--- config.mk ---
export PLATFORM = sky130hd
export DESIGN_NAME = reset_source_sequencer
export DESIGN_NICKNAME = d
export VERILOG_FILES = /design/src/reset_seq_pkg.sv /design/src/level_qualify.sv /design/src/reset_source_sequencer.sv
export SDC_FILE = /design/constraint.sdc
export NUM_CORES = 1
export LEC_CHECK = 0
export BUFFER_PORTS_ARGS = -buffer_cell sky130_fd_sc_hd__buf_2
export CAP_MARGIN = 20
export CORE_MARGIN = 2
export CORE_UTILIZATION = 56
export CTS_BUF_LIST = sky130_fd_sc_hd__clkbuf_2 sky130_fd_sc_hd__clkbuf_4 sky130_fd_sc_hd__clkbuf_8
export DETAILED_ROUTE_END_ITERATION = 8
export PLACE_DENSITY_LB_ADDON = 0.2
export SYNTH_ARGS = -nofsm -noshare
export SYNTH_HDL_FRONTEND = slang
export SYNTH_SLANG_ARGS = --single-unit
--- constraint.sdc ---
create_clock -name sys_clk_in -period 2.6 [get_ports sys_clk_in]
set_input_delay 0.52 -clock sys_clk_in [delete_from_list [all_inputs] [get_ports sys_clk_in]]
set_output_delay 0.52 -clock sys_clk_in [all_outputs]
set_load 0.02 [all_outputs]
--- src/reset_seq_pkg.sv ---
package reset_seq_pkg;
  // clock and timing
  localparam int unsigned CLK_HZ = 200_000_000;
  localparam int unsigned BOR_QUAL_US = 100;
  localparam int unsigned BOR_QUAL_CYCLES = BOR_QUAL_US * (CLK_HZ / 1_000_000);
  localparam int unsigned EXT_FILTER_NS = 2000;
  localparam int unsigned EXT_FILTER_CYCLES = (EXT_FILTER_NS * (CLK_HZ / 1_000_000) + 999) / 1000;
  localparam int unsigned POWERUP_DELAY_TIMER_MS = 72;
  localparam int unsigned RC_OSC_HZ = 31_000;
  localparam int unsigned RC_DIV_CYCLES = CLK_HZ / RC_OSC_HZ;
  localparam int unsigned POWERUP_DELAY_TIMER_RC_TICKS = POWERUP_DELAY_TIMER_MS * RC_OSC_HZ / 1000;
  localparam int unsigned QUAL_CNT_W = 16;
  localparam int unsigned RC_DIV_W = 16;
  localparam int unsigned POWERUP_DELAY_TIMER_CNT_W = 16;

  // register indexes; byte address is four times the index
  localparam logic [11:0] FLAGS_IDX = 12'h08e;
  localparam logic [11:0] RETAIN_IDX = 12'h08f;
  localparam logic [11:0] STATUS_IDX = 12'h090;
  localparam logic [11:0] FLAGS_ADDR = {FLAGS_IDX[9:0], 2'b00};
  localparam logic [11:0] RETAIN_ADDR = {RETAIN_IDX[9:0], 2'b00};
  localparam logic [11:0] STATUS_ADDR = {STATUS_IDX[9:0], 2'b00};

  // field positions
  localparam int unsigned FLAG_BOR_BIT = 0;
  localparam int unsigned FLAG_POR_BIT = 1;
  localparam int unsigned ST_TO_BIT = 0;
  localparam int unsigned ST_PD_BIT = 1;
  localparam int unsigned ST_PIN_BIT = 2;
  localparam int unsigned ST_PINEN_BIT = 3;
  localparam int unsigned ST_STATE_LSB = 4;

  // values after reset
  localparam logic [1:0] FLAGS_RESET = 2'h0;
  localparam logic TO_RESET = 1'b1;
  localparam logic PD_RESET = 1'b1;

  typedef enum logic [1:0] {
    SEQ_HOLD_SUPPLY,
    SEQ_POWERUP_DELAY_TIMER,
    SEQ_START,
    SEQ_RUN
  } seq_state_e;
endpackage

--- src/level_qualify.sv ---
`timescale 1ns/1ps
`default_nettype none
module level_qualify
  import reset_seq_pkg::*;
#(
  parameter int unsigned CYCLES = 4
) (
  input wire logic sys_clk_in,
  input wire logic rst_in,
  input wire logic level_in,
  output logic qualified_out
);
  logic [QUAL_CNT_W-1:0] count_r;
  logic [QUAL_CNT_W-1:0] count_nxt;
  wire logic at_limit = (count_r == QUAL_CNT_W'(CYCLES - 1));

  // any gap in the level restarts the count, so short pulses never qualify
  always_comb begin
    if (!level_in) begin
      count_nxt = '0;
    end else if (at_limit) begin
      count_nxt = count_r;
    end else begin
      count_nxt = count_r + 1'b1;
    end
  end

  always_ff @(posedge sys_clk_in) begin
    if (rst_in) begin
      count_r <= '0;
      qualified_out <= 1'b0;
    end else begin
      count_r <= count_nxt;
      qualified_out <= level_in & at_limit;
    end
  end
endmodule
`default_nettype wire

--- src/reset_source_sequencer.sv ---
// Function
// six reset sources are accepted
// retained register survives all but power-on; the code never resets it, not even on power-on
// other registers reset on every reset
// watchdog wake resumes, no register reset
// timeout/powerdown flags per reset kind
// cause flags record power-on and brown-out
// external pin filtered against short pulses
// watchdog reset never drives the pin
// pin enable selects external or internal reset
// brown-out enabled by configuration bit
// brown-out needs 100 us qualified dip
// reset held until supply above brown-out
// power-up delay adds 72 ms hold
// dip during delay restarts full delay
// brown-out off or sleep: power-on only
// delay from internal oscillator, power-up only
// delay-off bit set disables the delay
// run needs delay, oscillator, pin released
// delay disabled means no timeout
// timeouts run independently of reset pin
// watchdog reset updates timeout flags
// brown-out inactive during sleep
// software sets power-on flag after power-on
// pin disabled acts as digital input
// delay counter scaled by oscillator frequency
`timescale 1ns/1ps
`default_nettype none
module reset_source_sequencer
  import reset_seq_pkg::*;
#(
  parameter int unsigned BOR_QUAL_CYC = BOR_QUAL_CYCLES,
  parameter int unsigned RC_DIV_CYC = RC_DIV_CYCLES
) (
  input wire logic sys_clk_in,
  input wire logic rst_in,
  input wire logic psel_in,
  input wire logic penable_in,
  input wire logic pwrite_in,
  input wire logic [11:0] paddr_in,
  input wire logic [31:0] pwdata_in,
  output logic [31:0] prdata_out,
  output logic pready_out,
  output logic pslverr_out,
  input wire logic poweron_detect_in,
  input wire logic supply_above_bor_in,
  input wire logic external_reset_pin_in,
  input wire logic watchdog_timeout_in,
  input wire logic watchdog_clear_instruction_in,
  input wire logic sleep_instruction_in,
  input wire logic sleep_in,
  input wire logic osc_start_done_in,
  input wire logic brownout_enable_in,
  input wire logic ext_reset_pin_enable_in,
  input wire logic powerup_delay_off_in,
  output logic core_reset_out,
  output logic reg_reset_out,
  output logic watchdog_wake_out,
  output logic ext_pin_pullup_out,
  output logic ext_pin_digital_out,
  output logic watchdog_timeout_flag_n_out,
  output logic powerdown_flag_n_out
);
  seq_state_e state_r;
  seq_state_e state_nxt;
  logic por_flag_r;
  logic bor_flag_r;
  logic to_r;
  logic pd_r;
  logic [7:0] retain_r;
  logic powerup_delay_timer_wanted_r;
  logic pin_low_q;
  logic bor_q;
  logic [RC_DIV_W-1:0] rc_div_r;
  logic [POWERUP_DELAY_TIMER_CNT_W-1:0] powerup_delay_timer_cnt_r;
  logic pready_r;
  logic pslverr_r;
  logic [31:0] prdata_r;

  // source qualification
  wire logic bor_active = brownout_enable_in & ~sleep_in;
  wire logic bor_dip = bor_active & ~supply_above_bor_in;
  wire logic pin_enabled = ext_reset_pin_enable_in;
  wire logic pin_reset = pin_enabled & pin_low_q;
  wire logic pin_reset_run = pin_reset & ~sleep_in;
  wire logic pin_reset_sleep = pin_reset & sleep_in;
  wire logic wdt_reset = watchdog_timeout_in & ~sleep_in;
  wire logic wdt_wake = watchdog_timeout_in & sleep_in;
  wire logic por_event = poweron_detect_in;
  wire logic bor_event = bor_q & ~por_event;
  wire logic any_reset = por_event | bor_event | pin_reset | wdt_reset;

  // pulse filter on the pin; only a sustained low counts
  level_qualify #(.CYCLES(EXT_FILTER_CYCLES)) pin_filter (
    .sys_clk_in(sys_clk_in),
    .rst_in(rst_in),
    .level_in(~external_reset_pin_in),
    .qualified_out(pin_low_q)
  );

  // brown-out must persist for the qualification time
  level_qualify #(.CYCLES(BOR_QUAL_CYC)) bor_filter (
    .sys_clk_in(sys_clk_in),
    .rst_in(rst_in),
    .level_in(bor_dip),
    .qualified_out(bor_q)
  );

  // internal oscillator tick: delay counts oscillator periods, not system clocks
  wire logic rc_tick = (rc_div_r == RC_DIV_W'(RC_DIV_CYC - 1));
  wire logic powerup_delay_timer_done = (powerup_delay_timer_cnt_r == POWERUP_DELAY_TIMER_CNT_W'(POWERUP_DELAY_TIMER_RC_TICKS));
  wire logic powerup_delay_timer_enabled = ~powerup_delay_off_in;
  wire logic pin_released = ~pin_reset;

  // sequencing; a power-on or brown-out always wins over other sources
  always_comb begin
    state_nxt = state_r;
    case (state_r)
      SEQ_HOLD_SUPPLY: begin
        if (supply_above_bor_in && !por_event) begin
          if (powerup_delay_timer_enabled && powerup_delay_timer_wanted_r) begin
            state_nxt = SEQ_POWERUP_DELAY_TIMER;
          end else begin
            state_nxt = SEQ_START;
          end
        end
      end
      SEQ_POWERUP_DELAY_TIMER: begin
        if (bor_active && !supply_above_bor_in) begin
          state_nxt = SEQ_HOLD_SUPPLY;
        end else if (powerup_delay_timer_done) begin
          state_nxt = SEQ_START;
        end
      end
      SEQ_START: begin
        if (osc_start_done_in && pin_released) begin
          state_nxt = SEQ_RUN;
        end
      end
      SEQ_RUN: begin
        if (pin_reset || wdt_reset) begin
          state_nxt = SEQ_START;
        end
      end
      default: begin
        state_nxt = SEQ_HOLD_SUPPLY;
      end
    endcase
    if (por_event || bor_event) begin
      state_nxt = SEQ_HOLD_SUPPLY;
    end
  end

  // sequencer state and delay counters
  always_ff @(posedge sys_clk_in) begin
    if (rst_in) begin
      state_r <= SEQ_HOLD_SUPPLY;
      powerup_delay_timer_wanted_r <= 1'b1;
      rc_div_r <= '0;
      powerup_delay_timer_cnt_r <= '0;
    end else begin
      state_r <= state_nxt;
      if (por_event || bor_event) begin
        powerup_delay_timer_wanted_r <= 1'b1;
      end else if (state_r == SEQ_RUN) begin
        powerup_delay_timer_wanted_r <= 1'b0;
      end
      // the count ignores the pin so the delay can expire under a held pin
      if (state_r != SEQ_POWERUP_DELAY_TIMER) begin
        rc_div_r <= '0;
        powerup_delay_timer_cnt_r <= '0;
      end else begin
        rc_div_r <= rc_tick ? '0 : rc_div_r + 1'b1;
        if (rc_tick && !powerup_delay_timer_done) begin
          powerup_delay_timer_cnt_r <= powerup_delay_timer_cnt_r + 1'b1;
        end
      end
    end
  end

  // core reset, register reset and wake outputs
  always_ff @(posedge sys_clk_in) begin
    if (rst_in) begin
      core_reset_out <= 1'b1;
      reg_reset_out <= 1'b1;
      watchdog_wake_out <= 1'b0;
      ext_pin_pullup_out <= 1'b0;
      ext_pin_digital_out <= 1'b1;
    end else begin
      core_reset_out <= (state_nxt != SEQ_RUN);
      reg_reset_out <= any_reset;
      watchdog_wake_out <= wdt_wake;
      ext_pin_pullup_out <= pin_enabled;
      ext_pin_digital_out <= external_reset_pin_in;
    end
  end
  // watchdog reset is internal only; no pin drive exists in this block

  // timeout/powerdown flags; hardware events take priority in listed order
  always_ff @(posedge sys_clk_in) begin
    if (rst_in) begin
      to_r <= TO_RESET;
      pd_r <= PD_RESET;
    end else if (por_event || bor_event) begin
      to_r <= 1'b1;
      pd_r <= 1'b1;
    end else if (wdt_reset) begin
      to_r <= 1'b0;
    end else if (wdt_wake) begin
      to_r <= 1'b0;
      pd_r <= 1'b0;
    end else if (pin_reset_sleep) begin
      to_r <= 1'b1;
      pd_r <= 1'b0;
    end else if (pin_reset_run) begin
      to_r <= to_r;
    end else if (watchdog_clear_instruction_in) begin
      to_r <= 1'b1;
      pd_r <= 1'b1;
    end else if (sleep_instruction_in) begin
      to_r <= 1'b1;
      pd_r <= 1'b0;
    end
  end

  always_ff @(posedge sys_clk_in) begin
    if (rst_in) begin
      watchdog_timeout_flag_n_out <= TO_RESET;
      powerdown_flag_n_out <= PD_RESET;
    end else begin
      watchdog_timeout_flag_n_out <= to_r;
      powerdown_flag_n_out <= pd_r;
    end
  end

  // register decode; access completes on the second access-phase edge
  wire logic apb_access = psel_in & penable_in;
  wire logic apb_done = apb_access & pready_r;
  wire logic hit_flags = (paddr_in == FLAGS_ADDR);
  wire logic hit_retain = (paddr_in == RETAIN_ADDR);
  wire logic hit_status = (paddr_in == STATUS_ADDR);
  wire logic unmapped = ~(hit_flags | hit_retain | hit_status);
  wire logic wr_flags = apb_done & pwrite_in & hit_flags;
  wire logic wr_retain = apb_done & pwrite_in & hit_retain;
  wire logic [31:0] rd_flags = {30'h0, por_flag_r, bor_flag_r};
  wire logic [31:0] rd_status = {26'h0, state_r, pin_enabled, ext_pin_digital_out, pd_r, to_r};
  wire logic [31:0] rd_mux = hit_flags ? rd_flags : hit_retain ? {24'h0, retain_r} : hit_status ? rd_status : 32'h0;

  // cause flags: a power-on or brown-out event beats a software write in the same cycle
  always_ff @(posedge sys_clk_in) begin
    if (rst_in) begin
      por_flag_r <= FLAGS_RESET[FLAG_POR_BIT];
      bor_flag_r <= FLAGS_RESET[FLAG_BOR_BIT];
    end else if (por_event) begin
      por_flag_r <= 1'b0;
      bor_flag_r <= 1'b0;
    end else if (bor_event) begin
      bor_flag_r <= 1'b0;
    end else if (wr_flags) begin
      por_flag_r <= pwdata_in[FLAG_POR_BIT];
      bor_flag_r <= pwdata_in[FLAG_BOR_BIT];
    end
  end

  // retained word: no reset term at all, so it holds through every reset
  always_ff @(posedge sys_clk_in) begin
    if (wr_retain) begin
      retain_r <= pwdata_in[7:0];
    end
  end

  // apb slave: one wait state, error on unmapped addresses
  always_ff @(posedge sys_clk_in) begin
    if (rst_in) begin
      pready_r <= 1'b0;
      pslverr_r <= 1'b0;
      prdata_r <= 32'h0;
    end else begin
      pready_r <= apb_access & ~pready_r;
      pslverr_r <= apb_access & ~pready_r & unmapped;
      prdata_r <= (apb_access & ~pready_r & ~pwrite_in) ? rd_mux : 32'h0;
    end
  end

  assign pready_out = pready_r;
  assign pslverr_out = pslverr_r;
  assign prdata_out = prdata_r;
endmodule
`default_nettype wire

=== After elaboration in Yosys (flattened, before gate mapping) ===
Index checks and enable logic that the tools add are counted.

* Muxes and demuxes: 22
* Add/subtract/negate cells: 4
* Eq/ne operators: 14
* Reductions and logical operators: 26
* Bitwise gates (word level): 36

{| class="wikitable"
|+ Operator list
! operator !! number
|-
| $add 16x1->16 const B || 4
|-
| $eq 12x10->1 const B || 3
|-
| $and 1x1->1 || 18
|-
| $eq 16x12->1 const B || 1
|-
| $eq 16x13->1 const B || 1
|-
| $eq 16x15->1 const B || 1
|-
| $eq 16x9->1 const B || 1
|-
| $mux 2 || 8
|-
| $not 1->1 || 13
|-
| $reduce_or 2->1 || 6
|-
| $mux 1 || 11
|-
| $reduce_or 3->1 || 3
|-
| $mux 8 || 1
|-
| $pmux 2 s4 || 1
|-
| $mux 6 || 1
|-
| $logic_and 1x1->1 || 5
|-
| $or 1x1->1 || 5
|-
| $reduce_bool 5->1 || 1
|-
| $eq 2x2->1 const B || 2
|-
| $ne 4x1->1 const B || 1
|-
| $reduce_and 2->1 || 2
|-
| $reduce_bool 4->1 || 1
|-
| $reduce_or 4->1 || 1
|-
| $logic_not 1->1 || 3
|-
| 7 further kinds || 8
|}

* Output and inout bits: 41
* Bits in registers: 122
* Input bits: 60
* Word-level logic and storage cells: 127

=== Depth between registers and ports, before layout ===
* Depth in word-level cells: 7
* Mapped depth: 8
* Gate-level depth less buffers: 7

=== Modules after synthesis ===
A second synthesis with hierarchy kept.

* Cells, all modules: 522
* Area total of the unflattened synthesis: 4692.0 sq um

{| class="wikitable"
|+ Modules (own cells, without submodules)
! module !! seq. area each (sq um) !! area each (sq um) !! cells each !! times used
|-
| reset_source_sequencer || 1361.3 || 3088.0 || 340 || 1
|-
| level_qualify at bor_filter || 340.3 || 823.3 || 95 || 1
|-
| level_qualify at pin_filter || 340.3 || 780.7 || 87 || 1
|}

=== Least setup slack after synthesis ===
No wires, ideal clock.

* Kind: input to register
* Start: input port paddr_in[10]
* End: register retain_r[0] (enable)
* Arrival: 1.872 ns
* Data required time: 2.230 ns
* Library setup time: 0.370 ns
* Slack: 0.357 ns
* Cell stages on the path: 6
* Buffers on the path: 1
* Path through: nor4_1 > and2_1 > and3_1 > clkbuf_1 > inv_1 > nor2_1

* Longest elaborated chain between the ends: 2

{| class="wikitable"
|+ Ends and longest elaborated chain
! what !! line !! source
|-
| from (decl) || reset_source_sequencer.sv:40 || <nowiki>input wire logic [11:0] paddr_in,</nowiki>
|-
| $eq 12x10->1 || reset_source_sequencer.sv:240 || <nowiki>wire logic hit_retain = (paddr_in == RETAIN_ADDR);</nowiki>
|-
| $and 1x1->1 || reset_source_sequencer.sv:244 || <nowiki>wire logic wr_retain = apb_done & pwrite_in & hit_retain;</nowiki>
|-
| via wr_retain || reset_source_sequencer.sv:244 ||
|-
| to (signal assigned) || reset_source_sequencer.sv:268 || <nowiki>retain_r <= pwdata_in[7:0];</nowiki>
|-
| to (decl) || reset_source_sequencer.sv:70 || <nowiki>logic [7:0] retain_r;</nowiki>
|}

The timed path passes the listed nets, and every way through them passes these cells.
A chain may end at the register's enable or synchronous reset.

=== Worst setup path in the final report ===
* Start: register rc_div_r[8]
* End: register powerup_delay_timer_cnt_r[5]

* Longest elaborated chain between the ends: 2

{| class="wikitable"
|+ Ends and longest elaborated chain
! what !! line !! source
|-
| from (decl) || reset_source_sequencer.sv:74 || <nowiki>logic [RC_DIV_W-1:0] rc_div_r;</nowiki>
|-
| from (signal assigned) || reset_source_sequencer.sv:173 || <nowiki>rc_div_r <= rc_tick ? '0 : rc_div_r + 1'b1;</nowiki>
|-
| $eq 16x13->1 || reset_source_sequencer.sv:110 || <nowiki>wire logic rc_tick = (rc_div_r == RC_DIV_W'(RC_DIV_CYC - 1));</nowiki>
|-
| $logic_and 1x1->1 || reset_source_sequencer.sv:174 || <nowiki>if (rc_tick && !powerup_delay_timer_done) begin</nowiki>
|-
| to (signal assigned) || reset_source_sequencer.sv:175 || <nowiki>powerup_delay_timer_cnt_r <= powerup_delay_timer_cnt_r + 1'b1;</nowiki>
|-
| to (decl) || reset_source_sequencer.sv:75 || <nowiki>logic [POWERUP_DELAY_TIMER_CNT_W-1:0] powerup_delay_timer_cnt_r;</nowiki>
|}

No other way between the ends.

==> flow_summary.rst <==
.. list-table::
   :header-rows: 1

   * - Metric
     - Value
   * - Crit path launch
     - rc_div_r[8]
   * - Antenna viol nets, final
     - 0
   * - Buffer type at the clock tree root
     - clkbuf_8
   * - Placed instance area
     - 0.00461 mm²
   * - CTS H-Tree Depth
     - 3
   * - Core region area
     - 0.00761 mm²
   * - Nature of the critical path endpoint
     - flip-flop
   * - Cts bufs inserted
     - 9
   * - Min-Delay Path Class
     - input port to flip-flop
   * - Number of port buffers
     - 52
   * - TritonCTS clock tree
     - yes
   * - Number of cells traversed by the worst register-to-register path
     - 6
   * - Category of cells accounting for the largest share of critical-path delay
     - simple AND/OR/NAND/NOR gates
   * - Sequential cell fraction of total power
     - 58.6%
   * - Pre-CTS setup slack
     - 0.392 ns
   * - Ant. Diodes
     - 0
   * - Residual DRC
     - 0
   * - 1st-iter DRT viols
     - 90
   * - Clock slew at reported path FFs
     - 0.09 ns
   * - Fin crit share
     - 85.0%
   * - Beginning of the worst hold path
     - pwdata_in[6]
   * - Startpoint types
     - flip-flop
   * - Routed via count divided by cell count
     - 5.13
   * - Number of global-route vias before repair
     - 3,038
   * - Sequence of cells on the critical path
     - or4b_4, nor4_4, buf_4, nand3b_1, or3_1, a21oi_1
   * - Final wirelength
     - 7750 µm
   * - Min cycle time layout
     - 2.21 ns
   * - Area growth from synthesis to layout
     - 11.2%
   * - Count of mapped cells out of synthesis
     - 475
   * - Worst Path Max Fanout
     - 6
   * - Final cell count without fillers
     - 639
   * - Quantity of hold-fixing buffers added after cts
     - 0
   * - Number of synthesized flops with an enable pin
     - 8
   * - Run status
     - completed
   * - Largest clock skew in the final design
     - 0.0108 ns
   * - Unrepaired setup endpoints after global routing
     - no
   * - Worst reg-to-reg setup slack
     - 0.39 ns
   * - # resized after CTS
     - 0
   * - Final core area utilization
     - 63.3%
   * - Io pins
     - 101
   * - Number of synthesis warnings
     - 0
   * - Critical path type
     - flip-flop to flip-flop
   * - Net switching share of the total power
     - 22.8%
   * - Number of buffer and inverter instances along the worst setup path
     - 1
   * - Combinational cell fraction of total power
     - 4.5%
   * - Max-cap violations
     - 0
   * - Full die area
     - 0.00845 mm²
   * - Cell total after placement
     - 623
   * - Setup tns final
     - 0 ns
   * - Insertion delay to the later sink of the worst-skew pair
     - 0.36 ns
   * - Post-CTS setup buffer count
     - 0
   * - Maximum number of pins on one net before global-route repair
     - 18
   * - Count of endpoints failing setup in the final report
     - 0
   * - Setup ws final
     - 0.391 ns
   * - Proportion of layout cells with a drive suffix above 1
     - 16.6%
   * - Worst EP required
     - 2.89 ns
   * - Count of distinct cell types in the synthesized netlist
     - 50
   * - Net count, final
     - 598
   * - Longest Clk Path Bufs
     - 2
   * - Final design instance area without fill
     - 0.00481 mm²
   * - Syn_area_per_cell
     - 9.11 µm²
   * - Leakage component of the power
     - 1.77 nW
   * - Final number of hold-violating endpoints
     - 0
   * - Proportion of synthesized flip-flops having asynchronous set or reset
     - 0%
   * - Initial core utilization
     - 56.9%
   * - Critical R2R Launch
     - rc_div_r[8]
   * - Sequential fraction of the synthesis area
     - 47.2%
   * - Total number of vias
     - 3,276
   * - Worst Hold Depth
     - 1
   * - Cell-internal power
     - 0.00202 W
   * - Post-detailed-route wirelength per cell
     - 12.1 µm
   * - Total clock sinks
     - 98
   * - DIE HEIGHT
     - 91.9 µm
   * - Power per standard cell area
     - 545 mW/mm²
   * - Crit path largest cell delay
     - 0.50 ns
   * - Portion of total power attributed to the clock network
     - 37.0%
   * - Slew HR
     - 56.0%
   * - Total routing usage reported by global routing
     - 19.1%
   * - Horizontal die dimension
     - 91.9 µm
   * - Final weighted congestion in routability-driven placement
     - 0.822
   * - Number of iterations in the first detailed-routing pass
     - 4
   * - Syn Std Cell Area
     - 0.00433 mm²
   * - First-pass GRT wire length
     - 13,200 µm
   * - Max Transition Viols Final
     - 0
   * - Switching Power
     - 0.000597 W
   * - Primary flip-flop cell chosen by synthesis mapping
     - dfxtp_1
   * - Termination of the worst setup path
     - powerup_delay_timer_cnt_r[5]
   * - Number of antenna violations at the first check in global routing
     - 0
   * - Synthesized flop and latch total
     - 98
   * - Number of rows created at floorplan
     - 32
   * - Max Fclk
     - 453 MHz
   * - CP max-delay cell
     - or4b_4
   * - Count of cell instances traversed by the critical path
     - 6
   * - Leftover overflow at the end of global routing
     - 0
   * - Detailed-placement wirelength estimate
     - 5660 µm
   * - Arrival time of data at the critical path endpoint
     - 2.50 ns
   * - Reg-to-reg critical path endpoint
     - powerup_delay_timer_cnt_r[5]
   * - Measured slew at the worst slew-check pin
     - 0.659 ns
   * - Worst VDD drop
     - 0.338 mV
==> registers in the layout, summed over array words and instances, names as in the netlist, 2 cells and up <==
register                   flops
rc_div_r                      16
state_r                        2
retain_r                       8
bor_filter.count_r            16
pin_filter.count_r            16
powerup_delay_timer_cnt_r     16
prdata_out                     8
==> Yosys cell counts (all sizes together), types with 3 or more instances <==
cell type / number / area (µm²)
nor3: 8 / 40.0
nor3b: 4 / 30.0
edfxtp: 8 / 240
buf: 25 / 185
nor4bb: 3 / 30.0
xor2: 31 / 272
or4: 4 / 30.0
and3: 11 / 71.3
nand4: 18 / 134
nand2b: 6 / 37.5
ha: 6 / 75.1
inv: 11 / 41.3
or3: 9 / 56.3
o21ai: 12 / 60.1
a22oi: 6 / 45.0
clkbuf: 8 / 30.0
xnor2: 17 / 149
or2: 7 / 43.8
mux2i: 4 / 40.0
nor2: 82 / 308
nand3: 19 / 108
nor4: 7 / 58.8
dfxtp: 90 / 1800
nand2: 35 / 131
a21oi: 17 / 85.1
and2: 4 / 25.0
==> worst min-delay path by stage <==
stage                              endpoint
2_1_floorplan  powerup_delay_timer_wanted_r
3_3_place_gp   powerup_delay_timer_wanted_r
3_5_place_dp   powerup_delay_timer_wanted_r
4_1_cts                         retain_r[6]
5_1_grt                         retain_r[5]
6_report                        retain_r[6]
==> kinds of logic after synthesis <==
logic type | after synthesis | synth area share, %
compound gates | 45 | 6.33
simple gates | 228 | 27.9
mux | 4 | 0.925
other cells | 1 | 0.0866
buf+inv | 45 | 6.18
xor+xnor | 48 | 9.71
flops | 98 | 47.2
fa+ha+maj | 6 | 1.73
==> layout by cell type, fill, tap and decap left out, types with 11 or more instances in the layout <==
master    n
buf_2    52
a21oi_1  17
xnor2_1  17
nand3_1  18
o21ai_0  12
inv_1    11
nand2_1  35
nor2_1   82
nand4_1  16
dfxtp_1  90
conb_1   24
xor2_1   31
==> layout make-up <==
cell class | count | area, µm²
Multi-Input combinational cell | 355 | 2110
Sequential cell | 98 | 2040
Clock inverter | 6 | 66.3
Timing Repair Buffer | 57 | 298
Tap cell | 102 | 128
Clock buffer | 10 | 131
Fill cell | 674 | 2800
Inverter | 11 | 41.3
==> power by group through the flow <==
stage	logic, W	registers, W	clock network, W
after floorplan	0.0000941	0.00158	0
after global placement	0.000114	0.00157	0
after detailed placement	0.000117	0.00157	0
after CTS	0.000117	0.00154	0.000993
after global routing	0.000129	0.00154	0.00105
final	0.000117	0.00154	0.000968
==> per-layer routing <==
metal	GRT usage, %	wire (µm)	vias to the layer above
met4	5.22	111	0
met2	33.2	3690	49
li1	-	-	1697
met5	0	0	-
met1	23.1	3660	1520
met3	5.59	285	10
==> per-stage QoR <==
| step | total power [W] | hold slack, ns |
|---|---|---|
| after global placement | 0.00169 | 0.427 |
| final | 0.00262 | 0.332 |
| after CTS | 0.00265 | 0.317 |
| after floorplan | 0.00167 | 0.414 |
| after detailed placement | 0.00169 | 0.433 |
| after global routing | 0.00272 | 0.306 |
Note: power is estimated with default switching activity, not from simulation.
